<file path="src/logic/sps_map.svh">
// Purpose: register offsets, reset values and timing counts for the scan position sampler
// Assumes: apb with 32-bit data, one aligned word per register
// Notes: definitions only
`ifndef SPS_MAP_SVH
`define SPS_MAP_SVH
// register byte offsets
`define SPS_CTRL_OFF 12'h000
`define SPS_PEND_OFF 12'h004
`define SPS_ACT_OFF 12'h008
`define SPS_STAT_OFF 12'h00C
`define SPS_POS_OFF 12'h010
`define SPS_CNT_OFF 12'h014
// pending word field positions
`define SPS_MODE_LSB 0
`define SPS_DIR_BIT 2
`define SPS_PITCH_LSB 8
`define SPS_EVERY_LSB 16
`define SPS_RATE_LSB 24
// control word bits (write one to act; the run bit takes the written value)
`define SPS_DONE_BIT 0
`define SPS_MSTEP_BIT 1
`define SPS_CANCEL_BIT 2
`define SPS_FADV_BIT 3
`define SPS_RUN_BIT 4
`define SPS_CLRPOS_BIT 5
// reset values
`define SPS_PITCH_RST 8'h32
`define SPS_EVERY_RST 8'h01
`define SPS_RATE_RST 8'h01
// timing: one second at the clock rate
`define SPS_SEC_NS 1000000000
`define SPS_CLK_NS 10
`define SPS_SEC_CYC (`SPS_SEC_NS / `SPS_CLK_NS)
`define SPS_RATE_MIN 1
`define SPS_RATE_MAX 60
`endif

</file>
<file path="src/logic/sps_pkg.sv">
// Purpose: types shared by the scan position sampler
// Assumes: none
// Notes: settings travel as one packed struct
package sps_pkg;
    // scan mode encodings
    typedef enum logic [1:0] {
        SPS_BIDIR = 2'b00,
        SPS_UNIDIR = 2'b01,
        SPS_MANUAL = 2'b10
    } sps_mode_t;
    // one committed or pending setup set
    typedef struct packed {
        logic [7:0] rate;
        logic [7:0] every;
        logic [7:0] pitch;
        logic dir_rtl;
        sps_mode_t mode;
    } sps_cfg_t;
endpackage : sps_pkg

</file>
<file path="src/logic/sps_sampler.sv">
// Purpose: quadrature tracking and reading trigger for a line-scan profile
// Assumes: encoder inputs synchronous-ish, double-flopped anyway; apb slave, zero wait
// Notes: settings edited in a pending copy, committed by done, dropped by cancel
//
// The APB interface to the registers and the address map were left to the implementer.
`timescale 1ns/1ps
`default_nettype none
`include "sps_map.svh"

// Summary of operation
// - bi-directional mode counts position both ways
// - uni-directional mode tracks forward movement only
// - manual mode triggers at 1..60 per second
// - manual mode ignores encoder, no position
// - pitch setting defaults to 50 pulses/inch
// - one reading every N pulses, N>=1
// - direction bit picks display fill order
// - mode step cycles bi, uni, manual
// - done commits edits, cancel discards them
module sps_sampler #(
    parameter int SEC_CYC = `SPS_SEC_CYC // cycles per second, shortened in simulation
) (
    input wire logic pclk,
    input wire logic presetn,
    input wire logic clk_en,
    input wire logic psel,
    input wire logic penable,
    input wire logic pwrite,
    input wire logic [11:0] paddr,
    input wire logic [31:0] pwdata,
    output logic [31:0] prdata,
    output logic pready,
    output logic pslverr,
    input wire logic enc_a,
    input wire logic enc_b,
    output logic sample_pulse,
    output logic [31:0] sample_pos,
    output logic sample_pos_valid,
    output logic fill_rtl,
    output sps_pkg::sps_cfg_t active_cfg
);
    import sps_pkg::*;

    // apb access strobes, zero wait states
    logic acc;
    logic wr;
    logic known;
    assign acc = psel && penable;
    assign wr = acc && pwrite && clk_en;
    assign pready = 1'b1;
    // unmapped offsets answer with an error
    always_comb begin
        unique case (paddr)
            `SPS_CTRL_OFF, `SPS_PEND_OFF, `SPS_ACT_OFF,
            `SPS_STAT_OFF, `SPS_POS_OFF, `SPS_CNT_OFF: known = 1'b1;
            default: known = 1'b0;
        endcase
    end
    assign pslverr = acc && !known;

    // encoder synchronisers and previous phase
    logic [1:0] a_q, b_q;
    logic [1:0] ab_prev_q;
    logic [1:0] ab_now;
    always_ff @(posedge pclk or negedge presetn) begin
        if (!presetn) begin
            a_q <= 2'b00;
            b_q <= 2'b00;
            ab_prev_q <= 2'b00;
        end else if (clk_en) begin
            a_q <= {a_q[0], enc_a};
            b_q <= {b_q[0], enc_b};
            ab_prev_q <= ab_now;
        end
    end
    assign ab_now = {a_q[1], b_q[1]};

    // quadrature step decode, one count per full cycle at edge 00->01 / 00->10
    logic fwd;
    logic bwd;
    always_comb begin
        fwd = 1'b0;
        bwd = 1'b0;
        if (ab_prev_q == 2'b00 && ab_now == 2'b10) begin
            fwd = 1'b1;
        end else if (ab_prev_q == 2'b00 && ab_now == 2'b01) begin
            bwd = 1'b1;
        end
    end

    // settings: pending edit copy, active copy, edit cursor, run flag
    sps_cfg_t pend_q, pend_d;
    sps_cfg_t act_q, act_d;
    logic [1:0] field_q, field_d;
    logic run_q, run_d;
    logic [7:0] every_in;
    logic [7:0] rate_in;
    logic [1:0] mode_in;
    assign every_in = pwdata[`SPS_EVERY_LSB +: 8];
    assign rate_in = pwdata[`SPS_RATE_LSB +: 8];
    assign mode_in = pwdata[`SPS_MODE_LSB +: 2];

    // next settings
    always_comb begin
        pend_d = pend_q;
        act_d = act_q;
        field_d = field_q;
        run_d = run_q;
        if (wr && paddr == `SPS_PEND_OFF) begin
            // illegal mode code keeps the old mode
            if (mode_in != 2'b11) begin
                pend_d.mode = sps_mode_t'(mode_in);
            end
            pend_d.dir_rtl = pwdata[`SPS_DIR_BIT];
            pend_d.pitch = pwdata[`SPS_PITCH_LSB +: 8];
            pend_d.every = (every_in == 8'h00) ? 8'h01 : every_in;
            if (rate_in < 8'(`SPS_RATE_MIN)) begin
                pend_d.rate = 8'(`SPS_RATE_MIN);
            end else if (rate_in > 8'(`SPS_RATE_MAX)) begin
                pend_d.rate = 8'(`SPS_RATE_MAX);
            end else begin
                pend_d.rate = rate_in;
            end
        end else if (wr && paddr == `SPS_CTRL_OFF) begin
            if (pwdata[`SPS_MSTEP_BIT]) begin
                unique case (pend_q.mode)
                    SPS_BIDIR: pend_d.mode = SPS_UNIDIR;
                    SPS_UNIDIR: pend_d.mode = SPS_MANUAL;
                    default: pend_d.mode = SPS_BIDIR;
                endcase
                field_d = 2'b00;
            end
            if (pwdata[`SPS_FADV_BIT]) begin
                unique case (pend_q.mode)
                    SPS_BIDIR: field_d = (field_q == 2'b00) ? 2'b01 : 2'b00;
                    SPS_UNIDIR: field_d = (field_q == 2'b10) ? 2'b00 : field_q + 2'b01;
                    default: field_d = (field_q == 2'b00) ? 2'b10 : 2'b00;
                endcase
            end
            if (pwdata[`SPS_DONE_BIT]) begin
                act_d = pend_q;
                field_d = 2'b00;
            end else if (pwdata[`SPS_CANCEL_BIT]) begin
                pend_d = act_q;
                field_d = 2'b00;
            end
            run_d = pwdata[`SPS_RUN_BIT];
        end
    end

    // settings registers
    always_ff @(posedge pclk or negedge presetn) begin
        if (!presetn) begin
            pend_q <= '{rate: `SPS_RATE_RST, every: `SPS_EVERY_RST, pitch: `SPS_PITCH_RST,
                        dir_rtl: 1'b0, mode: SPS_BIDIR};
            act_q <= '{rate: `SPS_RATE_RST, every: `SPS_EVERY_RST, pitch: `SPS_PITCH_RST,
                       dir_rtl: 1'b0, mode: SPS_BIDIR};
            field_q <= 2'b00;
            run_q <= 1'b0;
        end else if (clk_en) begin
            pend_q <= pend_d;
            act_q <= act_d;
            field_q <= field_d;
            run_q <= run_d;
        end
    end

    // tracking: position, interval count, manual timer, trigger
    logic [31:0] pos_q, pos_d;
    logic [7:0] ivl_q, ivl_d;
    logic [31:0] tmr_q, tmr_d;
    logic [31:0] tmr_top;
    logic trig_q, trig_d;
    logic [31:0] cnt_q, cnt_d;
    logic posv_q, posv_d;
    // manual period: one second divided by rate, rounded down
    assign tmr_top = 32'(SEC_CYC) / {24'h000000, act_q.rate};

    // next tracking state
    always_comb begin
        pos_d = pos_q;
        ivl_d = ivl_q;
        tmr_d = tmr_q;
        trig_d = 1'b0;
        cnt_d = cnt_q;
        posv_d = posv_q;
        unique case (act_q.mode)
            SPS_BIDIR: begin
                if (fwd) begin
                    pos_d = pos_q + 32'h00000001;
                end else if (bwd) begin
                    pos_d = pos_q - 32'h00000001;
                end
                if (run_q && (fwd || bwd)) begin
                    if (ivl_q + 8'h01 >= act_q.every) begin
                        ivl_d = 8'h00;
                        trig_d = 1'b1;
                        posv_d = 1'b1;
                    end else begin
                        ivl_d = ivl_q + 8'h01;
                    end
                end
            end
            SPS_UNIDIR: begin
                if (fwd) begin
                    pos_d = pos_q + 32'h00000001;
                    if (run_q) begin
                        if (ivl_q + 8'h01 >= act_q.every) begin
                            ivl_d = 8'h00;
                            trig_d = 1'b1;
                            posv_d = 1'b1;
                        end else begin
                            ivl_d = ivl_q + 8'h01;
                        end
                    end
                end
            end
            default: begin
                posv_d = 1'b0;
                if (!run_q) begin
                    tmr_d = 32'h00000000;
                end else if (tmr_q + 32'h00000001 >= tmr_top) begin
                    tmr_d = 32'h00000000;
                    trig_d = 1'b1;
                end else begin
                    tmr_d = tmr_q + 32'h00000001;
                end
            end
        endcase
        if (wr && paddr == `SPS_CTRL_OFF && pwdata[`SPS_CLRPOS_BIT]) begin
            pos_d = 32'h00000000;
            ivl_d = 8'h00;
            cnt_d = 32'h00000000;
        end else if (trig_d) begin
            cnt_d = cnt_q + 32'h00000001;
        end
        // new settings restart interval and timer
        if (wr && paddr == `SPS_CTRL_OFF && pwdata[`SPS_DONE_BIT]) begin
            ivl_d = 8'h00;
            tmr_d = 32'h00000000;
        end
    end

    // tracking registers
    always_ff @(posedge pclk or negedge presetn) begin
        if (!presetn) begin
            pos_q <= 32'h00000000;
            ivl_q <= 8'h00;
            tmr_q <= 32'h00000000;
            trig_q <= 1'b0;
            cnt_q <= 32'h00000000;
            posv_q <= 1'b0;
        end else if (clk_en) begin
            pos_q <= pos_d;
            ivl_q <= ivl_d;
            tmr_q <= tmr_d;
            trig_q <= trig_d;
            cnt_q <= cnt_d;
            posv_q <= posv_d;
        end
    end

    // outputs
    assign sample_pulse = trig_q;
    assign sample_pos = posv_q ? pos_q : 32'h00000000;
    assign sample_pos_valid = posv_q;
    assign fill_rtl = act_q.dir_rtl;
    assign active_cfg = act_q;

    // read mux, combinational
    always_comb begin
        prdata = 32'h00000000;
        if (acc && !pwrite) begin
            unique case (paddr)
                `SPS_CTRL_OFF: prdata = {27'h0000000, run_q, 4'h0};
                `SPS_PEND_OFF: prdata = {pend_q.rate, pend_q.every, pend_q.pitch,
                                         5'h00, pend_q.dir_rtl, pend_q.mode};
                `SPS_ACT_OFF: prdata = {act_q.rate, act_q.every, act_q.pitch,
                                        5'h00, act_q.dir_rtl, act_q.mode};
                `SPS_STAT_OFF: prdata = {22'h000000, field_q, ivl_q};
                `SPS_POS_OFF: prdata = pos_q;
                `SPS_CNT_OFF: prdata = cnt_q;
                default: prdata = 32'h00000000;
            endcase
        end
    end
endmodule : sps_sampler
`default_nettype wire

</file>
<file path="config.mk">
export PLATFORM = sky130hd
export DESIGN_NAME = sps_sampler
export DESIGN_NICKNAME = d
export VERILOG_FILES = /design/src/logic/sps_pkg.sv /design/src/logic/sps_sampler.sv
export VERILOG_INCLUDE_DIRS = /design/src /design/src/logic
export SDC_FILE = /design/constraint.sdc
export NUM_CORES = 1
export LEC_CHECK = 0
export BUFFER_PORTS_ARGS = -buffer_cell sky130_fd_sc_hd__buf_2
export CORE_MARGIN = 4
export CORE_UTILIZATION = 23
export CTS_BUF_LIST = sky130_fd_sc_hd__clkbuf_8
export CTS_CLUSTER_SIZE = 25
export DETAILED_ROUTE_END_ITERATION = 8
export GPL_TIMING_DRIVEN = 0
export HOLD_SLACK_MARGIN = 0.12
export PLACE_DENSITY = 0.46
export SYNTH_ARGS = -nofsm -noshare
export SYNTH_HDL_FRONTEND = slang
export SYNTH_SLANG_ARGS = --single-unit
</file>
<file path="constraint.sdc">
create_clock -name pclk -period 73.6 [get_ports pclk]
set_clock_uncertainty 0.05 [all_clocks]
set_input_delay 0 -clock pclk [delete_from_list [all_inputs] [get_ports pclk]]
set_output_delay 0 -clock pclk [all_outputs]
set_load 0.02 [all_outputs]
</file>
==> impl_results.html, run 1 <==
<table>
<tr><th>Metric</th><th>Value</th></tr>
<tr><th colspan="2">Run status</th></tr>
<tr><td>Status</td><td>complete, no violations</td></tr>
<tr><th colspan="2">Synthesis</th></tr>
<tr><td>Cells after synthesis</td><td>4514</td></tr>
<tr><td>Primary FF master, synth</td><td>sky130_fd_sc_hd__dfrtp_1</td></tr>
<tr><td>Syn nets</td><td>4809</td></tr>
<tr><td>Top cells by area in the synthesized netlist</td><td>sky130_fd_sc_hd__dfrtp_1, sky130_fd_sc_hd__ha_1, sky130_fd_sc_hd__nor2_1, sky130_fd_sc_hd__nand2_1, sky130_fd_sc_hd__xnor2_1</td></tr>
<tr><td>Sequential area share after synthesis</td><td>0.130</td></tr>
<tr><td>Number of synthesized register bits</td><td>169</td></tr>
<tr><td>Average cell area after synthesis</td><td>7.22 µm²</td></tr>
<tr><td>Post-synth EDFFs</td><td>0</td></tr>
<tr><td>Share of async-settable or async-resettable flops after synthesis</td><td>1.00</td></tr>
<tr><td>Mapped cell area</td><td>32600 µm²</td></tr>
<tr><td>Count of unique library cells instantiated by Yosys</td><td>144</td></tr>
<tr><td>Cell taking the most area after synthesis</td><td>sky130_fd_sc_hd__dfrtp_1</td></tr>
<tr><td>Total number of yosys warnings</td><td>0</td></tr>
<tr><td>Top cell type's share of synthesized area</td><td>0.122</td></tr>
<tr><th colspan="2">Route</th></tr>
<tr><td>Number of remaining DRC errors</td><td>0</td></tr>
<tr><td>Post-Route WL</td><td>131000 µm</td></tr>
<tr><td>Via count</td><td>37.7k</td></tr>
<tr><td>Routed length per instance</td><td>18.4 µm</td></tr>
<tr><td>Ratio of routed vias to standard cells</td><td>5.30</td></tr>
<tr><td>Violation count after the first detailed-route iteration</td><td>2691</td></tr>
<tr><td>Drt first pass iters</td><td>9</td></tr>
<tr><td>Count of nets left with antenna violations after detail routing</td><td>0</td></tr>
<tr><th colspan="2">Global routing</th></tr>
<tr><td>Initial antenna violation count</td><td>4</td></tr>
<tr><td>First-pass GRT wire length</td><td>201000 µm</td></tr>
<tr><td>Overall fraction of global-route tracks in use</td><td>0.165</td></tr>
<tr><td>Number of global-route vias before repair</td><td>35.2k</td></tr>
<tr><td>Sum of overflow across all layers after global routing</td><td>0</td></tr>
<tr><td>Pin count of the biggest net entering global routing</td><td>101</td></tr>
<tr><th colspan="2">Setup path</th></tr>
<tr><td>Cell with the most instances on the worst path</td><td>sky130_fd_sc_hd__a21o_1</td></tr>
<tr><td>Kind of start point of the critical path</td><td>flip-flop</td></tr>
<tr><td>Largest fanout on the critical path</td><td>8</td></tr>
<tr><td>Critical Path End Type</td><td>flip-flop</td></tr>
<tr><td>Beginning of the critical path</td><td>active_cfg[19]</td></tr>
<tr><td>Worst R2R Start</td><td>active_cfg[19]</td></tr>
<tr><td>Flop2flop setup slack</td><td>2.06 ns</td></tr>
<tr><td>Critical Path Sink</td><td>cnt_q[26]</td></tr>
<tr><td>Arrival time worst endpoint</td><td>71.85 ns</td></tr>
<tr><td>Slowest CP cell</td><td>sky130_fd_sc_hd__dfstp_2</td></tr>
<tr><td>Logic depth of the worst register-to-register path</td><td>448</td></tr>
<tr><td>Critical path required time</td><td>73.92 ns</td></tr>
<tr><td>Critical Path Max Stage Delay</td><td>0.62 ns</td></tr>
<tr><td>Worst flop-to-flop path endpoint</td><td>cnt_q[26]</td></tr>
<tr><td>Class of the most critical setup path</td><td>flip-flop to flip-flop</td></tr>
<tr><th colspan="2">Worst hold path</th></tr>
<tr><td>Hold crit path type</td><td>primary input to flip-flop</td></tr>
<tr><th colspan="2">STA</th></tr>
<tr><td>Setup-failing EPs final</td><td>0</td></tr>
<tr><td>Setup repair after global routing missed its margin</td><td>yes</td></tr>
<tr><td>Fin worst setup slack</td><td>2.06 ns</td></tr>
<tr><td>Transition time at the pin with the least slew margin</td><td>1.29 ns</td></tr>
<tr><td>Setup tns final</td><td>0 ns</td></tr>
<tr><td>Final Hold Fails</td><td>0</td></tr>
<tr><td>Highest Clock Rate</td><td>0.0140 GHz</td></tr>
<tr><td>Fin. max-slew vios</td><td>0</td></tr>
<tr><td>Final min period</td><td>71.54 ns</td></tr>
<tr><td>Final cycle utilization of the critical path</td><td>0.972</td></tr>
<tr><td>Slew margin rel.</td><td>0.138</td></tr>
<tr><th colspan="2">Floorplanning</th></tr>
<tr><td>Starting utilization of the core area</td><td>0.233</td></tr>
<tr><td>Floorplan die area</td><td>148000 µm²</td></tr>
<tr><td>Horiz. Die Dim</td><td>384 µm</td></tr>
<tr><td>Height of the die</td><td>384 µm</td></tr>
<tr><td>Standard-cell row count</td><td>137</td></tr>
<tr><td>Area of the core</td><td>140000 µm²</td></tr>
<tr><td>Ports</td><td>148</td></tr>
<tr><th colspan="2">Final layout</th></tr>
<tr><td>Share of cells above drive strength 1</td><td>0.274</td></tr>
<tr><td>Area Overhead vs Synth</td><td>34.7%</td></tr>
<tr><td>Commonest non-fill, non-tap cell in the layout</td><td>sky130_fd_sc_hd__buf_4</td></tr>
<tr><td>Post-layout net count</td><td>5519</td></tr>
<tr><td>Most frequent cells in the layout</td><td>sky130_fd_sc_hd__buf_4, sky130_fd_sc_hd__nand2_1, sky130_fd_sc_hd__nor2_1, sky130_fd_sc_hd__a21oi_1, sky130_fd_sc_hd__ha_1</td></tr>
<tr><td>Post-route cell area</td><td>43900 µm²</td></tr>
<tr><td>Final core utilization</td><td>0.313</td></tr>
<tr><th colspan="2">Clocking</th></tr>
<tr><td>Clock latency reported for the late side of the worst-skew pair</td><td>0.49 ns</td></tr>
<tr><td>Cell at the root of the clock tree</td><td>sky130_fd_sc_hd__clkbuf_8</td></tr>
<tr><td>TritonCTS buffer count</td><td>17</td></tr>
<tr><td>Depth of the CTS H-tree</td><td>4</td></tr>
<tr><td>CTS tree</td><td>yes</td></tr>
<tr><td>Reg clk slew, reported paths</td><td>0.10 ns</td></tr>
<tr><td>Sink Count</td><td>169</td></tr>
<tr><td>Clock tree buffer depth</td><td>2</td></tr>
<tr><th colspan="2">Placed design</th></tr>
<tr><td>Dpl ws</td><td>-17.44 ns</td></tr>
<tr><td>Final RePlAce weighted congestion</td><td>0.887</td></tr>
<tr><td>Port bufs</td><td>143</td></tr>
<tr><td>Half-perimeter wire length after placement</td><td>97400 µm</td></tr>
<tr><td>Instance area at placement</td><td>36200 µm²</td></tr>
<tr><th colspan="2">Job</th></tr>
<tr><td>Number of maximum-capacitance constraint violations</td><td>0</td></tr>
<tr><th colspan="2">Power and ir drop</th></tr>
<tr><td>Cell Pwr Density</td><td>23.4 nW/µm²</td></tr>
<tr><td>Reported leakage power</td><td>18.9 nW</td></tr>
<tr><td>Worst VDD drop</td><td>0.0000252 V</td></tr>
</table>
==> critical path, delay by kind of cell, from the launching register on <==
family / cells / cell delay, ns
simple gates: 150 / 19.37
fa+ha+maj: 31 / 8.39
compound gates: 193 / 32.63
buf+inv: 69 / 8.66
mux: 4 / 1.30
flops: 1 / 0.62
xor+xnor: 1 / 0.15
==> layout make-up <==
type,count,area (µm²)
diodes,1,2.50
plain buffers,167,1210
clock buffers,18,248
clock inverters,14,181
fillers,15000,96100
inverters,126,539
multi-input cells,4041,29800
flip-flops and latches,169,4240
well taps,1876,2350
repair buffers,701,5350
repair inverters,1,5.00
==> timing repair <==
item / CTS / global route
endpoints found under the hold margin: 199 / 0
gates cloned: 2 / 10
setup endpoints to repair: 65 / 65
hold buffers: 44 / 0
setup buffers: 248 / 249
pin swaps: 153 / 361
resized for setup: 308 / 391
==> synthesized netlist by cell type (89+ instances only) <==
library cell               number
sky130_fd_sc_hd__ha_1         243
sky130_fd_sc_hd__nand2_1      438
sky130_fd_sc_hd__a21o_1       132
sky130_fd_sc_hd__nand3_1      166
sky130_fd_sc_hd__a21oi_1      293
sky130_fd_sc_hd__xnor2_1      178
sky130_fd_sc_hd__o21ai_0      247
sky130_fd_sc_hd__nor3_1       158
sky130_fd_sc_hd__nand2b_1      89
sky130_fd_sc_hd__clkbuf_1     107
sky130_fd_sc_hd__dfrtp_1      159
sky130_fd_sc_hd__inv_1        105
sky130_fd_sc_hd__xor2_1       101
sky130_fd_sc_hd__o21a_1        89
sky130_fd_sc_hd__nor2_1       447
==> state kept, by name (all words and copies together) (netlist names) <==
signal / flops
cnt_q: 32
pos_q: 32
tmr_q: 32
pend_q: 27
active_cfg: 26
ivl_q: 8
a_q: 2
ab_prev_q: 2
b_q: 2
field_q: 2
fill_rtl: 1
run_q: 1
sample_pos_valid: 1
sample_pulse: 1
==> where the power goes <==
group          total, mW  internal, mW  switching [mW]
registers         0.0967        0.0944         0.00235
clock network     0.0758        0.0375          0.0382
logic              0.855         0.311           0.544
total               1.03         0.443           0.585
==> how the worst min path moves through the flow <==
stage / cells after the start / endpoint / startpoint / slack (ns)
5_1_grt: 4 / run_q / pwrite / 0.18
2_1_floorplan: 0 / a_q[0] / presetn / -0.35
3_5_place_dp: 1 / pos_q[8] / presetn / -0.05
6_report: 4 / run_q / pwrite / 0.16
3_3_place_gp: 2 / run_q / pwdata[4] / 0.19
4_1_cts: 4 / run_q / pwrite / 0.12
==> metal layers <==
| layer | track usage | share of wire |
|---|---|---|
| met3 | 0.00926 | 0.032 |
| met2 | 0.286 | 0.48 |
| met1 | 0.230 | 0.47 |
| met4 | 0.0263 | 0.018 |
| met5 | 0 | 0.000099 |
==> logic make-up after synthesis <==
kind of cell               Yosys count  synth area share
muxes                              126            0.0423
buffers and inverters              304            0.0387
xor gates and xnor gates           281            0.0762
other                                1          0.000115
AOI/OAI and AO/OA                 1453             0.311
and+or+nand+nor                   1937             0.308
adders and majority gates          243            0.0933
DFF                                169             0.130
==> per-stage QoR <==
stage                     power, mW  cells  hold WS, ns
after floorplan               0.692   4514       -0.346
after global placement        0.873   6533        0.188
after detailed placement      0.877   6540      -0.0487
after CTS                     0.996   6860        0.123
after global routing           1.12   7114        0.183
final                          1.03   7114        0.165
Note: power is estimated with default switching activity, not from simulation.
==> inputs of run 2 (changes only) <==
--- a/config.mk
+++ b/config.mk
@@ -8,13 +8,13 @@
 export LEC_CHECK = 0
 export BUFFER_PORTS_ARGS = -buffer_cell sky130_fd_sc_hd__buf_2
 export CORE_MARGIN = 4
-export CORE_UTILIZATION = 23
+export CORE_UTILIZATION = 25
 export CTS_BUF_LIST = sky130_fd_sc_hd__clkbuf_8
 export CTS_CLUSTER_SIZE = 25
 export DETAILED_ROUTE_END_ITERATION = 8
-export GPL_TIMING_DRIVEN = 0
 export HOLD_SLACK_MARGIN = 0.12
-export PLACE_DENSITY = 0.46
+export PLACE_DENSITY = 0.49
+export SLEW_MARGIN = 20
 export SYNTH_ARGS = -nofsm -noshare
 export SYNTH_HDL_FRONTEND = slang
 export SYNTH_SLANG_ARGS = --single-unit
==> impl_results.html, run 2 (synthesized netlist as in run 1, its figures left out) <==
<table>
<tr><th>Metric</th><th>Value</th></tr>
<tr><th colspan="2">Run status</th></tr>
<tr><td>Status</td><td>complete, no violations</td></tr>
<tr><th colspan="2">Setup path</th></tr>
<tr><td>Arrival time worst endpoint</td><td>68.72 ns (-3.13 ns)</td></tr>
<tr><td>Slowest CP cell</td><td>sky130_fd_sc_hd__dfstp_2</td></tr>
<tr><td>Worst flop-to-flop path endpoint</td><td>cnt_q[28]</td></tr>
<tr><td>Critical Path Max Stage Delay</td><td>0.54 ns (-0.08 ns)</td></tr>
<tr><td>Flop2flop setup slack</td><td>5.22 ns (+3.15 ns)</td></tr>
<tr><td>Class of the most critical setup path</td><td>flip-flop to flip-flop</td></tr>
<tr><td>Critical path required time</td><td>73.94 ns (+0.02 ns)</td></tr>
<tr><td>Logic depth of the worst register-to-register path</td><td>405 (-9.6%)</td></tr>
<tr><td>Critical Path End Type</td><td>flip-flop</td></tr>
<tr><td>Kind of start point of the critical path</td><td>flip-flop</td></tr>
<tr><td>Worst R2R Start</td><td>active_cfg[19]</td></tr>
<tr><td>Cell with the most instances on the worst path</td><td>sky130_fd_sc_hd__a21o_1</td></tr>
<tr><td>Largest fanout on the critical path</td><td>19 (+11)</td></tr>
<tr><th colspan="2">Placed design</th></tr>
<tr><td>Final RePlAce weighted congestion</td><td>0.883 (-0.48%)</td></tr>
<tr><td>Half-perimeter wire length after placement</td><td>94400 µm (-3.0%)</td></tr>
<tr><td>Port bufs</td><td>144 (+0.70%)</td></tr>
<tr><td>Number of placed cells counting well taps</td><td>6453 (-1.3%)</td></tr>
<tr><th colspan="2">Global routing</th></tr>
<tr><td>Number of global-route vias before repair</td><td>34.5k (-1.8%)</td></tr>
<tr><td>Pin count of the biggest net entering global routing</td><td>67 (-34%)</td></tr>
<tr><td>Initial antenna violation count</td><td>2 (-2)</td></tr>
<tr><td>GR Layer Usage met1</td><td>0.231 (+0.000936)</td></tr>
<tr><td>Overall fraction of global-route tracks in use</td><td>0.170 (+0.00464)</td></tr>
<tr><td>First-pass GRT wire length</td><td>192000 µm (-4.2%)</td></tr>
<tr><td>Sum of overflow across all layers after global routing</td><td>0 (unchanged)</td></tr>
<tr><td>Layer carrying the most global-route usage</td><td>met2</td></tr>
<tr><td>Met3 demand-to-capacity share in global routing</td><td>0.0119 (+0.00261)</td></tr>
<tr><td>Global routing usage on met2</td><td>0.295 (+0.00963)</td></tr>
<tr><th colspan="2">Clocking</th></tr>
<tr><td>Reg clk slew, reported paths</td><td>0.11 ns (about the same)</td></tr>
<tr><td>Sink Count</td><td>169 (unchanged)</td></tr>
<tr><td>Depth of the CTS H-tree</td><td>4 (unchanged)</td></tr>
<tr><td>Clock latency reported for the late side of the worst-skew pair</td><td>0.52 ns (+0.03 ns)</td></tr>
<tr><td>Clock tree buffer depth</td><td>2 (unchanged)</td></tr>
<tr><td>TritonCTS buffer count</td><td>17 (unchanged)</td></tr>
<tr><td>Cell at the root of the clock tree</td><td>sky130_fd_sc_hd__clkbuf_8</td></tr>
<tr><td>CTS tree</td><td>yes</td></tr>
<tr><th colspan="2">Route</th></tr>
<tr><td>Routed length per instance</td><td>18.5 µm (+0.64%)</td></tr>
<tr><td>Count of nets left with antenna violations after detail routing</td><td>0 (unchanged)</td></tr>
<tr><td>Via count</td><td>36.2k (-4.1%)</td></tr>
<tr><td>Drt first pass iters</td><td>8 (-1)</td></tr>
<tr><td>Number of remaining DRC errors</td><td>0 (unchanged)</td></tr>
<tr><td>Post-Route WL</td><td>122000 µm (-7.0%)</td></tr>
<tr><td>Violation count after the first detailed-route iteration</td><td>2629 (-2.3%)</td></tr>
<tr><td>Ratio of routed vias to standard cells</td><td>5.50 (+3.7%)</td></tr>
<tr><th colspan="2">Floorplanning</th></tr>
<tr><td>Starting utilization of the core area</td><td>0.252 (+0.0190)</td></tr>
<tr><td>Standard-cell row count</td><td>132 (-3.6%)</td></tr>
<tr><td>Floorplan die area</td><td>136000 µm² (-7.8%)</td></tr>
<tr><td>Ports</td><td>148 (unchanged)</td></tr>
<tr><td>Height of the die</td><td>369 µm (-4.0%)</td></tr>
<tr><td>Area of the core</td><td>129000 µm² (-7.5%)</td></tr>
<tr><td>Horiz. Die Dim</td><td>369 µm (-4.0%)</td></tr>
<tr><th colspan="2">Worst hold path</th></tr>
<tr><td>Hold crit path type</td><td>primary input to flip-flop</td></tr>
<tr><td>Hold_sp</td><td>pwdata[5]</td></tr>
<tr><td>Worst hold path depth</td><td>6 (+2)</td></tr>
<tr><td>End point of the worst hold path</td><td>cnt_q[2]</td></tr>
<tr><th colspan="2">STA</th></tr>
<tr><td>Final cycle utilization of the critical path</td><td>0.929 (-0.0428)</td></tr>
<tr><td>Setup-failing EPs final</td><td>0 (unchanged)</td></tr>
<tr><td>Final min period</td><td>68.38 ns (-3.15 ns)</td></tr>
<tr><td>Fin. max-slew vios</td><td>0 (unchanged)</td></tr>
<tr><td>Slew margin rel.</td><td>0.234 (+0.0957)</td></tr>
<tr><td>Transition time at the pin with the least slew margin</td><td>1.15 ns (-0.144 ns)</td></tr>
<tr><td>Highest Clock Rate</td><td>0.0146 GHz (+4.6%)</td></tr>
<tr><td>Setup tns final</td><td>0 ns (unchanged)</td></tr>
<tr><td>Final worst hold slack</td><td>0.145 ns (-0.0192 ns)</td></tr>
<tr><td>Final Hold Fails</td><td>0 (unchanged)</td></tr>
<tr><th colspan="2">Final layout</th></tr>
<tr><td>Post-layout net count</td><td>5114 (-7.3%)</td></tr>
<tr><td>Area Overhead vs Synth</td><td>18.1%</td></tr>
<tr><td>Total inserted antenna cells</td><td>0 (-1)</td></tr>
<tr><td>Post-route insts no fill</td><td>6574 (-7.6%)</td></tr>
<tr><td>Most frequent cells in the layout</td><td>sky130_fd_sc_hd__nor2_1, sky130_fd_sc_hd__nand2_1, sky130_fd_sc_hd__buf_4, sky130_fd_sc_hd__a21oi_1, sky130_fd_sc_hd__ha_1</td></tr>
<tr><td>Final core utilization</td><td>0.297 (-0.0162)</td></tr>
<tr><td>Commonest non-fill, non-tap cell in the layout</td><td>sky130_fd_sc_hd__nor2_1</td></tr>
<tr><td>Largest registers in the final layout</td><td>cnt_q: 32 flops, pos_q: 32 flops, tmr_q: 32 flops</td></tr>
<tr><td>Share of cells above drive strength 1</td><td>0.180 (-0.0934)</td></tr>
<tr><th colspan="2">Job</th></tr>
<tr><td>Number of maximum-capacitance constraint violations</td><td>0 (unchanged)</td></tr>
<tr><th colspan="2">Power and ir drop</th></tr>
<tr><td>Reported leakage power</td><td>16.8 nW (-11%)</td></tr>
<tr><td>Cell Pwr Density</td><td>25.7 nW/µm² (+9.8%)</td></tr>
<tr><td>Worst VDD drop</td><td>0.0000242 V (-4.1%)</td></tr>
</table>
## run 2: changes by cell type in the layout (fill, tap and decap cells not counted), sizes merged
cell and delta:
clkinvlp -2, inv +4, buf -315, diode -1, clkbuf -93, bufinv -2
dlygate4sd3 +3
## run 2: worst max-delay path by stage
stage,from,endpoint,cells after the start
after floorplan,active_cfg[19],cnt_q[28],457
after global placement,active_cfg[19],cnt_q[30],408
after detailed placement,active_cfg[19],cnt_q[30],411
after CTS,active_cfg[19],cnt_q[30],411
after global routing,active_cfg[19],cnt_q[26],420
final,active_cfg[19],cnt_q[28],405
## run 2: final cells by class
| class | instances | area [µm²] |
|---|---|---|
| Fill cell | 14200 | 91000 |
| Multi-Input combinational cell | 4041 | 27900 |
| Sequential cell | 169 | 4240 |
| Timing Repair Buffer | 464 | 3280 |
| Tap cell | 1742 | 2180 |
| Inverter | 126 | 488 |
| Clock buffer | 17 | 234 |
| Clock inverter | 15 | 155 |
## run 2: stage by stage
step / total power [mW] / cell area, µm² / setup slack [ns]
finish: 0.989 / 38500 / 5.22
global route: 1.07 / 38500 / -0.291
CTS: 0.967 / 37700 / 2.09
detailed placement: 0.890 / 36800 / 2.38
global placement: 0.893 / 36800 / 3.13
floorplan: 0.692 / 33000 / 0.00386
## run 2: critical path: cells and delay by family, from the launching register on
kind / cells / cell delay (ns)
compound gates: 181 / 30.11
simple gates: 150 / 21.06
fa+ha+maj: 32 / 10.00
buf+inv: 36 / 4.73
mux: 4 / 1.34
flops: 1 / 0.54
xor+xnor: 2 / 0.32
## run 2: repair_timing
action	CTS	global route
buffers inserted	0	42
endpoints found under the setup margin	0	65
hold buffers	47	0
hold endpoints to repair	149	0
resized for setup	0	137
## run 2: where the power goes
part / switching, mW / internal (mW) / leakage, nW
clock: 0.0395 / 0.0305 / 0.208
sequential: 0.00335 / 0.0944 / 2.21
combinational: 0.538 / 0.284 / 14.4
## run 2: routing by layer
layer  vias up  wire length (µm)  part of all wire
met5         -                 0                 0
met1     17300             56700              0.47
met4         0              2500             0.021
met3       140              4500             0.037
li1      17800                 -                 -
met2       991             58100              0.48
